### src/mmd_pkg.sv
package mmd_pkg;

    // Register indices; the APB byte address is four times the index.
    localparam logic [15:0] CTRL_INDEX = 16'h0fd0;
    localparam logic [15:0] KEY_INDEX = 16'h0fd1;
    localparam logic [15:0] CTRL_ADDR = 16'(CTRL_INDEX * 4);
    localparam logic [15:0] KEY_ADDR = 16'(KEY_INDEX * 4);

    // Control register reset value and the loader map enable field position.
    localparam logic [7:0] CTRL_RESET = 8'h40;
    localparam int MAP_EN_BIT = 0;

    // Only this key value copies the buffer into the shadow.
    localparam logic [7:0] MAP_KEY_CODE = 8'hd5;

    // Fill values returned where nothing is mapped.
    localparam logic [7:0] LOADER_HOLE_FILL = 8'hff;
    localparam logic [7:0] OPEN_BUS_FILL = 8'h00;

    // Address windows of the two spaces.
    localparam logic [15:0] SFR1_LO = 16'h0000;
    localparam logic [15:0] SFR1_HI = 16'h003f;
    localparam logic [15:0] SFR2_LO = 16'h0f00;
    localparam logic [15:0] SFR2_HI = 16'h0fff;
    localparam logic [15:0] SFR3_LO = 16'h0e40;
    localparam logic [15:0] SFR3_HI = 16'h0eff;
    localparam logic [15:0] RAM_LO = 16'h0040;
    localparam logic [15:0] RAM_HI = 16'h083f;
    localparam logic [15:0] LOADER_LO = 16'h1000;
    localparam logic [15:0] LOADER_HI = 16'h17ff;
    localparam logic [15:0] FLASH_LO = 16'hc000;
    localparam logic [15:0] FLASH_HI = 16'hffff;

    // Loader offset bit that is forced low outside serial boot mode.
    localparam int LOADER_HIGH_BIT = 11;

    // Target of one decoded access.
    typedef enum logic [2:0] {
        RGN_NONE,
        RGN_SFR,
        RGN_RAM,
        RGN_LOADER,
        RGN_FLASH,
        RGN_HOLE,
        RGN_TRAP
    } mmd_region_e;

    // One CPU access as issued by the core.
    typedef struct packed {
        logic valid;
        logic write;
        logic [15:0] addr;
        logic [7:0] wdata;
    } mmd_req_s;

    // Selects and address toward the memory arrays.
    typedef struct packed {
        logic sfrSel;
        logic ramSel;
        logic loaderSel;
        logic flashSel;
        logic write;
        logic [15:0] offset;
        logic [7:0] wdata;
    } mmd_mem_s;

    // Answer returned to the core.
    typedef struct packed {
        logic valid;
        logic [7:0] rdata;
    } mmd_rsp_s;

endpackage : mmd_pkg

### src/mmd_sync2.sv
`timescale 1ns/1ps
`default_nettype none

// Two-flop synchroniser for one level from a pin.
module mmd_sync2 (
    input wire logic clk,
    input wire logic reset,
    input wire logic din,
    output logic dout
);

    // First stage; only the second stage reads it.
    logic meta_q;

    // Both stages clear at reset so the level reads as low until it settles.
    always_ff @(posedge clk or posedge reset) begin
        if (reset) begin
            meta_q <= 1'b0;
            dout <= 1'b0;
        end else begin
            meta_q <= din;
            dout <= meta_q;
        end
    end

endmodule : mmd_sync2
`default_nettype wire

### src/mmd_space_decoder.sv
`timescale 1ns/1ps
`default_nettype none

// Combinational decoder for one address space, code or data.
module mmd_space_decoder #(
    parameter bit IS_CODE = 1'b0,
    parameter bit FLASH_UNDER_LOADER = 1'b0
) (
    input wire logic [15:0] addr,
    input wire logic mapEn,
    input wire logic serialBoot,
    output mmd_pkg::mmd_region_e region,
    output logic [15:0] offset
);

    // Window hits.
    logic inSfr;
    logic inRam;
    logic inLoader;
    logic inFlash;

    assign inSfr = (addr <= mmd_pkg::SFR1_HI)
        || (addr >= mmd_pkg::SFR2_LO && addr <= mmd_pkg::SFR2_HI)
        || (addr >= mmd_pkg::SFR3_LO && addr <= mmd_pkg::SFR3_HI);
    assign inRam = addr >= mmd_pkg::RAM_LO && addr <= mmd_pkg::RAM_HI;
    assign inLoader = addr >= mmd_pkg::LOADER_LO && addr <= mmd_pkg::LOADER_HI;
    assign inFlash = addr >= mmd_pkg::FLASH_LO;

    // Region choice; the windows do not overlap, so order only matters for clarity.
    always_comb begin
        region = mmd_pkg::RGN_NONE;
        offset = addr;
        if (inLoader) begin
            offset = addr - mmd_pkg::LOADER_LO;
            // The upper half of the loader is reachable only in serial boot mode.
            offset[mmd_pkg::LOADER_HIGH_BIT] = serialBoot;
            if (mapEn) begin
                region = mmd_pkg::RGN_LOADER;
            end else if (!IS_CODE) begin
                region = mmd_pkg::RGN_HOLE;
            end else if (FLASH_UNDER_LOADER) begin
                region = mmd_pkg::RGN_FLASH;
                offset = addr;
            end else begin
                region = mmd_pkg::RGN_TRAP;
            end
        end else if (inFlash) begin
            region = mmd_pkg::RGN_FLASH;
            offset = addr - mmd_pkg::FLASH_LO;
        end else if (!IS_CODE && inSfr) begin
            region = mmd_pkg::RGN_SFR;
        end else if (!IS_CODE && inRam) begin
            region = mmd_pkg::RGN_RAM;
            offset = addr - mmd_pkg::RAM_LO;
        end
    end

endmodule : mmd_space_decoder
`default_nettype wire

### src/mmd_memory_map_decoder.sv
// Behaviour
// - Map enabled: 0x1000-0x17FF hits loader ROM.
// - Loader ROM unmapped after reset release.
// - Control writes buffer; key 0xD5 commits shadow.
// - Software can read back the shadow.
// - Unmapped loader window reads 0xFF in data.
// - Only first 2 Kbytes outside serial boot.
// - Code 0xC000-0xFFFF decodes to Flash.
// - Data 0xC000-0xFFFF decodes to Flash.
// - Three SFR windows decoded in data space.
// - Data 0x0040-0x083F decodes to RAM.
// - Control resets 0x40; key is write-only.
// - Unmapped loader fetch gives Flash or trap opcode.
//
// The implementer's own choice: the APB slave port.
`timescale 1ns/1ps
`default_nettype none

// Memory map decoder for the code and data spaces of the core.
// The core issues at most one fetch and one data access per clock.
// Each access is decoded in the cycle it is presented, so the arrays
// see their select and offset in that same cycle.
// The arrays are synchronous and return their byte one clock later.
// The answer to the core is registered once more, two edges in total.
// This costs one cycle of latency but keeps the answer path short.
// The loader window is the only place whose meaning can change at run time.
// Its meaning changes through the shadow copy of the control byte and through the synchronised boot strap.
// Software writes the control byte freely; nothing moves until the key arrives.
// That double buffer lets software stage a setting without a glitch.
// A limitation: RAM in the code space and vector relocation are not handled here.
// Those belong to the system control logic, which sits elsewhere.
module mmd_memory_map_decoder #(
    parameter bit FLASH_UNDER_LOADER = 1'b0,
    parameter logic [7:0] TRAP_OPCODE = 8'hff
) (
    input wire logic clk,
    input wire logic reset,
    input wire logic serialBootPin,
    input wire logic psel,
    input wire logic penable,
    input wire logic pwrite,
    input wire logic [15:0] paddr,
    input wire logic [31:0] pwdata,
    input wire logic [3:0] pstrb,
    output logic [31:0] prdata,
    output logic pready,
    output logic pslverr,
    input wire mmd_pkg::mmd_req_s codeReq,
    input wire mmd_pkg::mmd_req_s dataReq,
    output mmd_pkg::mmd_mem_s codeMem,
    output mmd_pkg::mmd_mem_s dataMem,
    input wire logic [7:0] flashCodeRdata,
    input wire logic [7:0] loaderCodeRdata,
    input wire logic [7:0] sfrRdata,
    input wire logic [7:0] ramRdata,
    input wire logic [7:0] loaderDataRdata,
    input wire logic [7:0] flashDataRdata,
    output mmd_pkg::mmd_rsp_s codeRsp,
    output mmd_pkg::mmd_rsp_s dataRsp,
    output logic loaderRomMapEnable
);

    // Buffered control value; software writes land here first.
    logic [7:0] ctrlBuf_q;
    // Effective shadow; only this copy steers the map.
    logic [7:0] shadow_q;
    // Serial boot level after two flops.
    logic serialBoot;

    // Decoder results for both spaces.
    mmd_pkg::mmd_region_e codeRegion;
    mmd_pkg::mmd_region_e dataRegion;
    logic [15:0] codeOffset;
    logic [15:0] dataOffset;

    // Region of the access whose array data arrives this cycle.
    mmd_pkg::mmd_region_e codeRegion_q;
    mmd_pkg::mmd_region_e dataRegion_q;
    logic codePend_q;
    logic dataPend_q;

    // APB decode terms.
    logic apbAccess;
    logic hitCtrl;
    logic hitKey;
    logic lowLaneWrite;

    // The boot-mode strap comes from a pin, so it is synchronised first.
    // For two edges after reset the strap therefore reads as low.
    // During that time only the lower half of the loader is reachable.
    // No fetch from the loader can happen then anyway, as the map is off.
    mmd_sync2 bootSync (
        .clk(clk),
        .reset(reset),
        .din(serialBootPin),
        .dout(serialBoot)
    );

    // The effective enable bit, visible to the rest of the chip.
    assign loaderRomMapEnable = shadow_q[mmd_pkg::MAP_EN_BIT];

    // Both spaces use the same decoder with a different personality.
    // The code personality knows only the loader and the Flash.
    // The data personality adds the register windows and the RAM.
    // Sharing one decoder keeps the window limits in a single place.
    // Code space decoder; fetches never write.
    mmd_space_decoder #(
        .IS_CODE(1'b1),
        .FLASH_UNDER_LOADER(FLASH_UNDER_LOADER)
    ) codeDec (
        .addr(codeReq.addr),
        .mapEn(loaderRomMapEnable),
        .serialBoot(serialBoot),
        .region(codeRegion),
        .offset(codeOffset)
    );

    // Data space decoder.
    mmd_space_decoder #(
        .IS_CODE(1'b0),
        .FLASH_UNDER_LOADER(FLASH_UNDER_LOADER)
    ) dataDec (
        .addr(dataReq.addr),
        .mapEn(loaderRomMapEnable),
        .serialBoot(serialBoot),
        .region(dataRegion),
        .offset(dataOffset)
    );

    // The register bus sees only two words, the control buffer and the key.
    // The key address doubles as the readback of the shadow when read.
    // Reads never change state, so a read may be repeated without harm.
    // Writes act only in the access phase, at the edge that completes them.
    // APB access phase and address hits; registers sit at four times their index.
    assign apbAccess = psel && penable;
    assign hitCtrl = paddr == mmd_pkg::CTRL_ADDR;
    assign hitKey = paddr == mmd_pkg::KEY_ADDR;
    // Both registers are eight bits wide, so only byte lane zero carries data.
    assign lowLaneWrite = pstrb[0];

    // The slave never inserts wait states.
    assign pready = 1'b1;

    // Unmapped addresses answer with an error so stray software shows up early.
    assign pslverr = apbAccess && !(hitCtrl || hitKey);

    // The buffer holds the staged setting until the key commits it.
    // Software may rewrite it many times; only the last value is committed.
    // Control buffer: plain read/write storage that does not touch the map.
    always_ff @(posedge clk or posedge reset) begin
        if (reset) begin
            ctrlBuf_q <= mmd_pkg::CTRL_RESET;
        end else if (apbAccess && pwrite && hitCtrl && lowLaneWrite) begin
            ctrlBuf_q <= pwdata[7:0];
        end
    end

    // Any key value other than the commit code is ignored entirely.
    // This guards the map against a stray write from runaway software.
    // The shadow resets to the same value as the buffer, so both agree.
    // Shadow: loads from the buffer only on the key code, at the write's own edge.
    // Committing on the access edge means the very next fetch already sees the new map.
    always_ff @(posedge clk or posedge reset) begin
        if (reset) begin
            // Reset keeps the enable bit clear, so the loader is hidden.
            shadow_q <= mmd_pkg::CTRL_RESET;
        end else if (apbAccess && pwrite && hitKey && lowLaneWrite
                     && pwdata[7:0] == mmd_pkg::MAP_KEY_CODE) begin
            shadow_q <= ctrlBuf_q;
        end
    end

    // Read data is driven only in the access phase of a read.
    // Outside it the bus shows zero, which keeps the read mux quiet.
    // The upper three bytes are always zero; both registers are one byte.
    // Read data; the key word is write-only and its address reads the shadow instead.
    always_comb begin
        prdata = 32'h0000_0000;
        if (apbAccess && !pwrite) begin
            if (hitCtrl) begin
                prdata[7:0] = ctrlBuf_q;
            end else if (hitKey) begin
                prdata[7:0] = shadow_q;
            end
        end
    end

    // The selects are qualified by valid so that idle cycles draw no array power.
    // The offset is passed even when idle; an array ignores it without a select.
    // Array-side request for the code space; selects follow the decoder directly.
    always_comb begin
        codeMem = '0;
        codeMem.offset = codeOffset;
        if (codeReq.valid) begin
            codeMem.loaderSel = codeRegion == mmd_pkg::RGN_LOADER;
            codeMem.flashSel = codeRegion == mmd_pkg::RGN_FLASH;
        end
    end

    // Array-side request for the data space; writes pass to whichever target is selected, including the loader and Flash.
    always_comb begin
        dataMem = '0;
        dataMem.offset = dataOffset;
        dataMem.wdata = dataReq.wdata;
        dataMem.write = dataReq.valid && dataReq.write;
        if (dataReq.valid) begin
            // Reserved SFR slots are still selected; software is trusted to avoid them.
            dataMem.sfrSel = dataRegion == mmd_pkg::RGN_SFR;
            dataMem.ramSel = dataRegion == mmd_pkg::RGN_RAM;
            dataMem.loaderSel = dataRegion == mmd_pkg::RGN_LOADER;
            dataMem.flashSel = dataRegion == mmd_pkg::RGN_FLASH;
        end
    end

    // The region is remembered because the map may change before the data returns.
    // Steering by the stored region keeps each answer tied to its own request.
    // Remember which array answers next cycle for each space.
    always_ff @(posedge clk or posedge reset) begin
        if (reset) begin
            codePend_q <= 1'b0;
            codeRegion_q <= mmd_pkg::RGN_NONE;
        end else begin
            codePend_q <= codeReq.valid;
            codeRegion_q <= codeRegion;
        end
    end

    // Data reads only; a write gets no answer word.
    always_ff @(posedge clk or posedge reset) begin
        if (reset) begin
            dataPend_q <= 1'b0;
            dataRegion_q <= mmd_pkg::RGN_NONE;
        end else begin
            dataPend_q <= dataReq.valid && !dataReq.write;
            dataRegion_q <= dataRegion;
        end
    end

    // Read data holds between answers; only valid pulses for one cycle.
    // The core must take the byte in the cycle that valid is high.
    // Places that decode to nothing read as the open bus fill value.
    // Fetch answer, registered one cycle after the arrays respond.
    always_ff @(posedge clk or posedge reset) begin
        if (reset) begin
            codeRsp <= '0;
        end else begin
            codeRsp.valid <= codePend_q;
            if (codePend_q) begin
                unique case (codeRegion_q)
                    mmd_pkg::RGN_LOADER: codeRsp.rdata <= loaderCodeRdata;
                    mmd_pkg::RGN_FLASH: codeRsp.rdata <= flashCodeRdata;
                    mmd_pkg::RGN_TRAP: codeRsp.rdata <= TRAP_OPCODE;
                    default: codeRsp.rdata <= mmd_pkg::OPEN_BUS_FILL;
                endcase
            end
        end
    end

    // Data writes get no answer; the core does not wait for them.
    // Data answer, registered one cycle after the arrays respond.
    always_ff @(posedge clk or posedge reset) begin
        if (reset) begin
            dataRsp <= '0;
        end else begin
            dataRsp.valid <= dataPend_q;
            if (dataPend_q) begin
                unique case (dataRegion_q)
                    mmd_pkg::RGN_SFR: dataRsp.rdata <= sfrRdata;
                    mmd_pkg::RGN_RAM: dataRsp.rdata <= ramRdata;
                    mmd_pkg::RGN_LOADER: dataRsp.rdata <= loaderDataRdata;
                    mmd_pkg::RGN_FLASH: dataRsp.rdata <= flashDataRdata;
                    // A hidden loader window reads as all ones, like erased storage.
                    mmd_pkg::RGN_HOLE: dataRsp.rdata <= mmd_pkg::LOADER_HOLE_FILL;
                    default: dataRsp.rdata <= mmd_pkg::OPEN_BUS_FILL;
                endcase
            end
        end
    end

endmodule : mmd_memory_map_decoder
`default_nettype wire

### config.mk
export PLATFORM = sky130hd
export DESIGN_NAME = mmd_memory_map_decoder
export DESIGN_NICKNAME = d
export VERILOG_FILES = /design/src/mmd_pkg.sv /design/src/mmd_sync2.sv /design/src/mmd_space_decoder.sv /design/src/mmd_memory_map_decoder.sv
export SDC_FILE = /design/constraint.sdc
export NUM_CORES = 1
export LEC_CHECK = 0
export BUFFER_PORTS_ARGS = -buffer_cell sky130_fd_sc_hd__buf_4
export CAP_MARGIN = 20
export CORE_MARGIN = 10
export CORE_UTILIZATION = 25
export DETAILED_ROUTE_END_ITERATION = 8
export PLACE_DENSITY = 0.66
export SETUP_SLACK_MARGIN = 0.15
export SLEW_MARGIN = 30
export SYNTH_ARGS = -nofsm -noshare
export SYNTH_HDL_FRONTEND = slang
export SYNTH_SLANG_ARGS = --single-unit
### constraint.sdc
create_clock -name clk -period 3.45 [get_ports clk]
set_input_delay 0.1725 -clock clk [delete_from_list [all_inputs] [get_ports clk]]
set_output_delay 0.1725 -clock clk [all_outputs]
set_load 0.02 [all_outputs]
==> impl_metrics.py <==
metrics = {
    "synth": {
        "synth_ff_type": "dfrtp_1",
        "synth.area.mux_share": 0.0674,
        "synth_edf_count": 0,
        "yosysSeqAreaShare": 0.318,
        "syn_area_mm2": 0.00347,
        "yosysUniqueCellTypes": 59,
        "synthAdderAreaFrac": 0.0396,
        "synthCells": 404,
        "synth_xor_area_frac": 0.0227,
        "avgSynthCellArea_um2": 8.60,
        "postSynth.asyncResetShare": 1.00,
        "ys_seq_elements": 44,
        "synth_top_family_by_area": "simple AND/OR/NAND/NOR gates",
        "yosys.area_share.simple": 0.220,
        "synth_compound_area_frac": 0.153,
        "yosys_warnings": 0,
    },
    "cts": {
        "clk_pin_slew_ns": 0.06,
        "htree_levels": 2,
        "cts_max_path_buffers": 2,
        "cts.sinks": 44,
        "cts_buffers": 5,
        "cts_tree": "yes",
        "cts_resized": 0,
        "postCtsSetupRepairBufs": 0,
        "clock-root-buffer": "clkbuf_16",
        "clock_latency_ns": 0.28,
    },
    "drt": {
        "m1WireLength_mm": 4.56,
        "wl_met3_mm": 1.11,
        "drtIter0Drc": 148,
        "vias": 3218,
        "routed.top_layer": "met4",
        "via_per_inst": 4.41,
        "drc_errors": 0,
        "wl_per_cell_um": 15.3,
        "wl_met2_mm": 5.39,
        "wirelength_mm": 11.2,
        "first_pass_iters": 6,
        "ant_nets": 0,
    },
    "global_routing": {
        "overflow": 0,
        "grt_pass1_vias": 3291,
        "grt_max_degree": 45,
        "track_usage": 0.108,
        "antenna_found_initial": 0,
        "grt_pass1_wl_mm": 16.8,
    },
    "timing": {
        "fin_skew_ns": 0.00708,
        "final.setup.tns_ns": 0,
        "rsz0062_at_grt": "no",
        "finalCritPeriodShare": 0.768,
        "max_slew.worst_pin.slew_ns": 0.897,
        "final_hold_viol_count": 1,
        "setup_slack_ns": 0.800,
        "slew_violations": 0,
        "fmax_mhz": 377,
        "period_needed_ns": 2.65,
        "max_slew_margin": 0.401,
        "holdWs_ns": -0.0000176,
        "setup_violations": 0,
    },
    "placed_design": {
        "dp_hpwl_mm": 9.32,
        "dpl_worst_slack_ns": 0.766,
        "io_buffers": 180,
        "globalplace.congestion": 0.822,
        "post_dp_cell_area_mm2": 0.00466,
    },
    "cells_and_area": {
        "fill_cells": 1456,
        "seq_area_mm2": 0.00110,
        "synthToLayoutAreaGrowth_pct": 39.1,
        "final_area_mm2": 0.00483,
        "diodes": 0,
        "multi_input_area_mm2": 0.00188,
        "nNetsFinal": 718,
        "drive_above_1_share": 0.389,
    },
    "critical_path": {
        "r2r_cells": 4,
        "critPathArrivalTime_ns": 2.48,
        "crit_required_ns": 3.28,
        "rr_startpoint": "dataRegion_q[1]",
        "cp-start-kind": "primary input",
        "cp-end-kind": "primary output",
        "rrSetupSlack_ns": 1.39,
        "criticalPathCategory": "primary input to primary output",
        "setup.worst_path.end": "dataMem[17]",
        "crit_path_max_fanout": 8,
        "r2r-end": "dataRsp[5]",
        "critical_path.startpoint": "dataReq[14]",
    },
    "die": {
        "dieArea_mm2": 0.0190,
        "std_cell_rows": 43,
        "die_y_um": 138,
        "fp.dieW_um": 138,
        "start_util": 0.253,
        "top_level_ports": 269,
        "core_mm2": 0.0137,
    },
    "status": {
        "status": "complete, but fails checks",
        "failed_checks": "negative hold slack",
    },
    "power": {
        "powerDensity_mw_per_mm2": 319,
        "power_mw": 1.54,
        "p_leak_nw": 2.37,
        "peakVddDrop_mv": 0.167,
    },
    "flow_run": {
        "maxCapViolations": 0,
    },
    "worst_hold_path": {
        "hp-class": "primary input to async pin",
    },
}
==> synthesized netlist by cell type (3+ instances only) <==
cell / instances / share of area
a211o_1: 6 / 0.015
nor2_1: 56 / 0.061
dfrtp_1: 42 / 0.30
nor4_1: 7 / 0.013
nor2b_1: 3 / 0.0054
a21oi_1: 29 / 0.042
inv_1: 23 / 0.025
nand4_1: 8 / 0.014
o21ai_0: 10 / 0.014
a221oi_1: 6 / 0.015
nand2b_1: 3 / 0.0054
and2_1: 4 / 0.0072
and3_1: 3 / 0.0054
nand2_1: 19 / 0.021
xnor2_1: 9 / 0.023
buf_4: 61 / 0.13
mux2_1: 8 / 0.026
nor3_1: 6 / 0.0086
clkbuf_1: 14 / 0.015
nand4b_1: 4 / 0.010
nand3_1: 7 / 0.010
mux2_2: 11 / 0.036
ha_1: 11 / 0.040
a22oi_1: 8 / 0.017
==> final cells by class <==
| class | instances | share of cell area |
|---|---|---|
| multi-input cells | 293 | 0.390 |
| inverters | 23 | 0.0181 |
| flip-flops and latches | 44 | 0.228 |
| clock inverters | 2 | 0.00725 |
| well taps | 180 | 0.0466 |
| repair buffers | 182 | 0.283 |
| clock buffers | 6 | 0.0267 |
==> state kept, by name (all words and copies together) (netlist names) <==
signal,count
codeRegion_q,3
ctrlBuf_q,8
codePend_q,1
bootSync.meta_q,1
codeRsp,9
dataRsp,9
dataRegion_q,3
dataPend_q,1
shadow_q,8
bootSync.dout,1
==> cells in the final DEF, fill, tap and decap left out, types with 6 or more instances in the layout <==
| master | n |
|---|---|
| dfrtp_1 | 42 |
| nand2_1 | 19 |
| mux2_2 | 11 |
| nor2_1 | 56 |
| a21oi_1 | 29 |
| o21ai_0 | 10 |
| mux2_1 | 8 |
| a221oi_1 | 6 |
| conb_1 | 36 |
| a22oi_1 | 8 |
| buf_4 | 181 |
| nand4_1 | 8 |
| ha_1 | 11 |
| nand3_1 | 7 |
| nor4_1 | 7 |
| a211o_1 | 6 |
| inv_1 | 22 |
| nor3_1 | 6 |
| xnor2_1 | 9 |
==> metal layers <==
layer / global-route usage / vias up
met3: 0.0359 / 6
met5: 0 / -
li1: - / 1601
met2: 0.176 / 133
met1: 0.135 / 1478
met4: 0.0267 / 0
==> repair_timing <==
action | CTS | global route
endpoints found under the setup margin | 0 | 0
endpoints found under the hold margin | 1 | 0
hold buffers | 1 | 0
==> per-stage QoR <==
| stage | cells | util |
|---|---|---|
| floorplan | 438 | - |
| global placement | 721 | 0.339 |
| detailed placement | 721 | 0.339 |
| CTS | 730 | 0.352 |
| global route | 730 | 0.352 |
| finish | 730 | 0.352 |
==> cell families after synthesis <==
group / count (synthesis)
other: 2
adder cells (fa/ha/maj): 11
buffers and inverters: 101
AND/OR/NAND/NOR: 138
AO/OA/AOI/OAI: 78
XOR/XNOR: 9
flip-flops: 44
multiplexers: 21
==> worst min path at each step <==
stage | start | endpoint | slack, ns
global route | codeReq[25] | codePend_q | 0.009
CTS | codeReq[25] | codePend_q | 0.008
floorplan | serialBootPin | bootSync.meta_q | 0.20
global placement | serialBootPin | bootSync.meta_q | 0.28
detailed placement | serialBootPin | bootSync.meta_q | 0.28
finish | reset | codeRsp[0] | -0.00002
==> where the power goes <==
part | internal [mW] | total [mW] | switching, mW
Clock | 0.340 | 0.524 | 0.183
Combinational | 0.201 | 0.444 | 0.243
Sequential | 0.545 | 0.572 | 0.0271
Total | 1.09 | 1.54 | 0.453
==> worst max-delay path: stages <==
cell      delay (ns)
buf_4           0.12
inv_1           0.09
ha_1            0.29
or4b_4          0.50
nor4_4          0.27
o211ai_4        0.15
nor3b_4         0.42
nand3b_2        0.13
xnor2_1         0.16
buf_4           0.17
(Power assumes the default switching activity.)
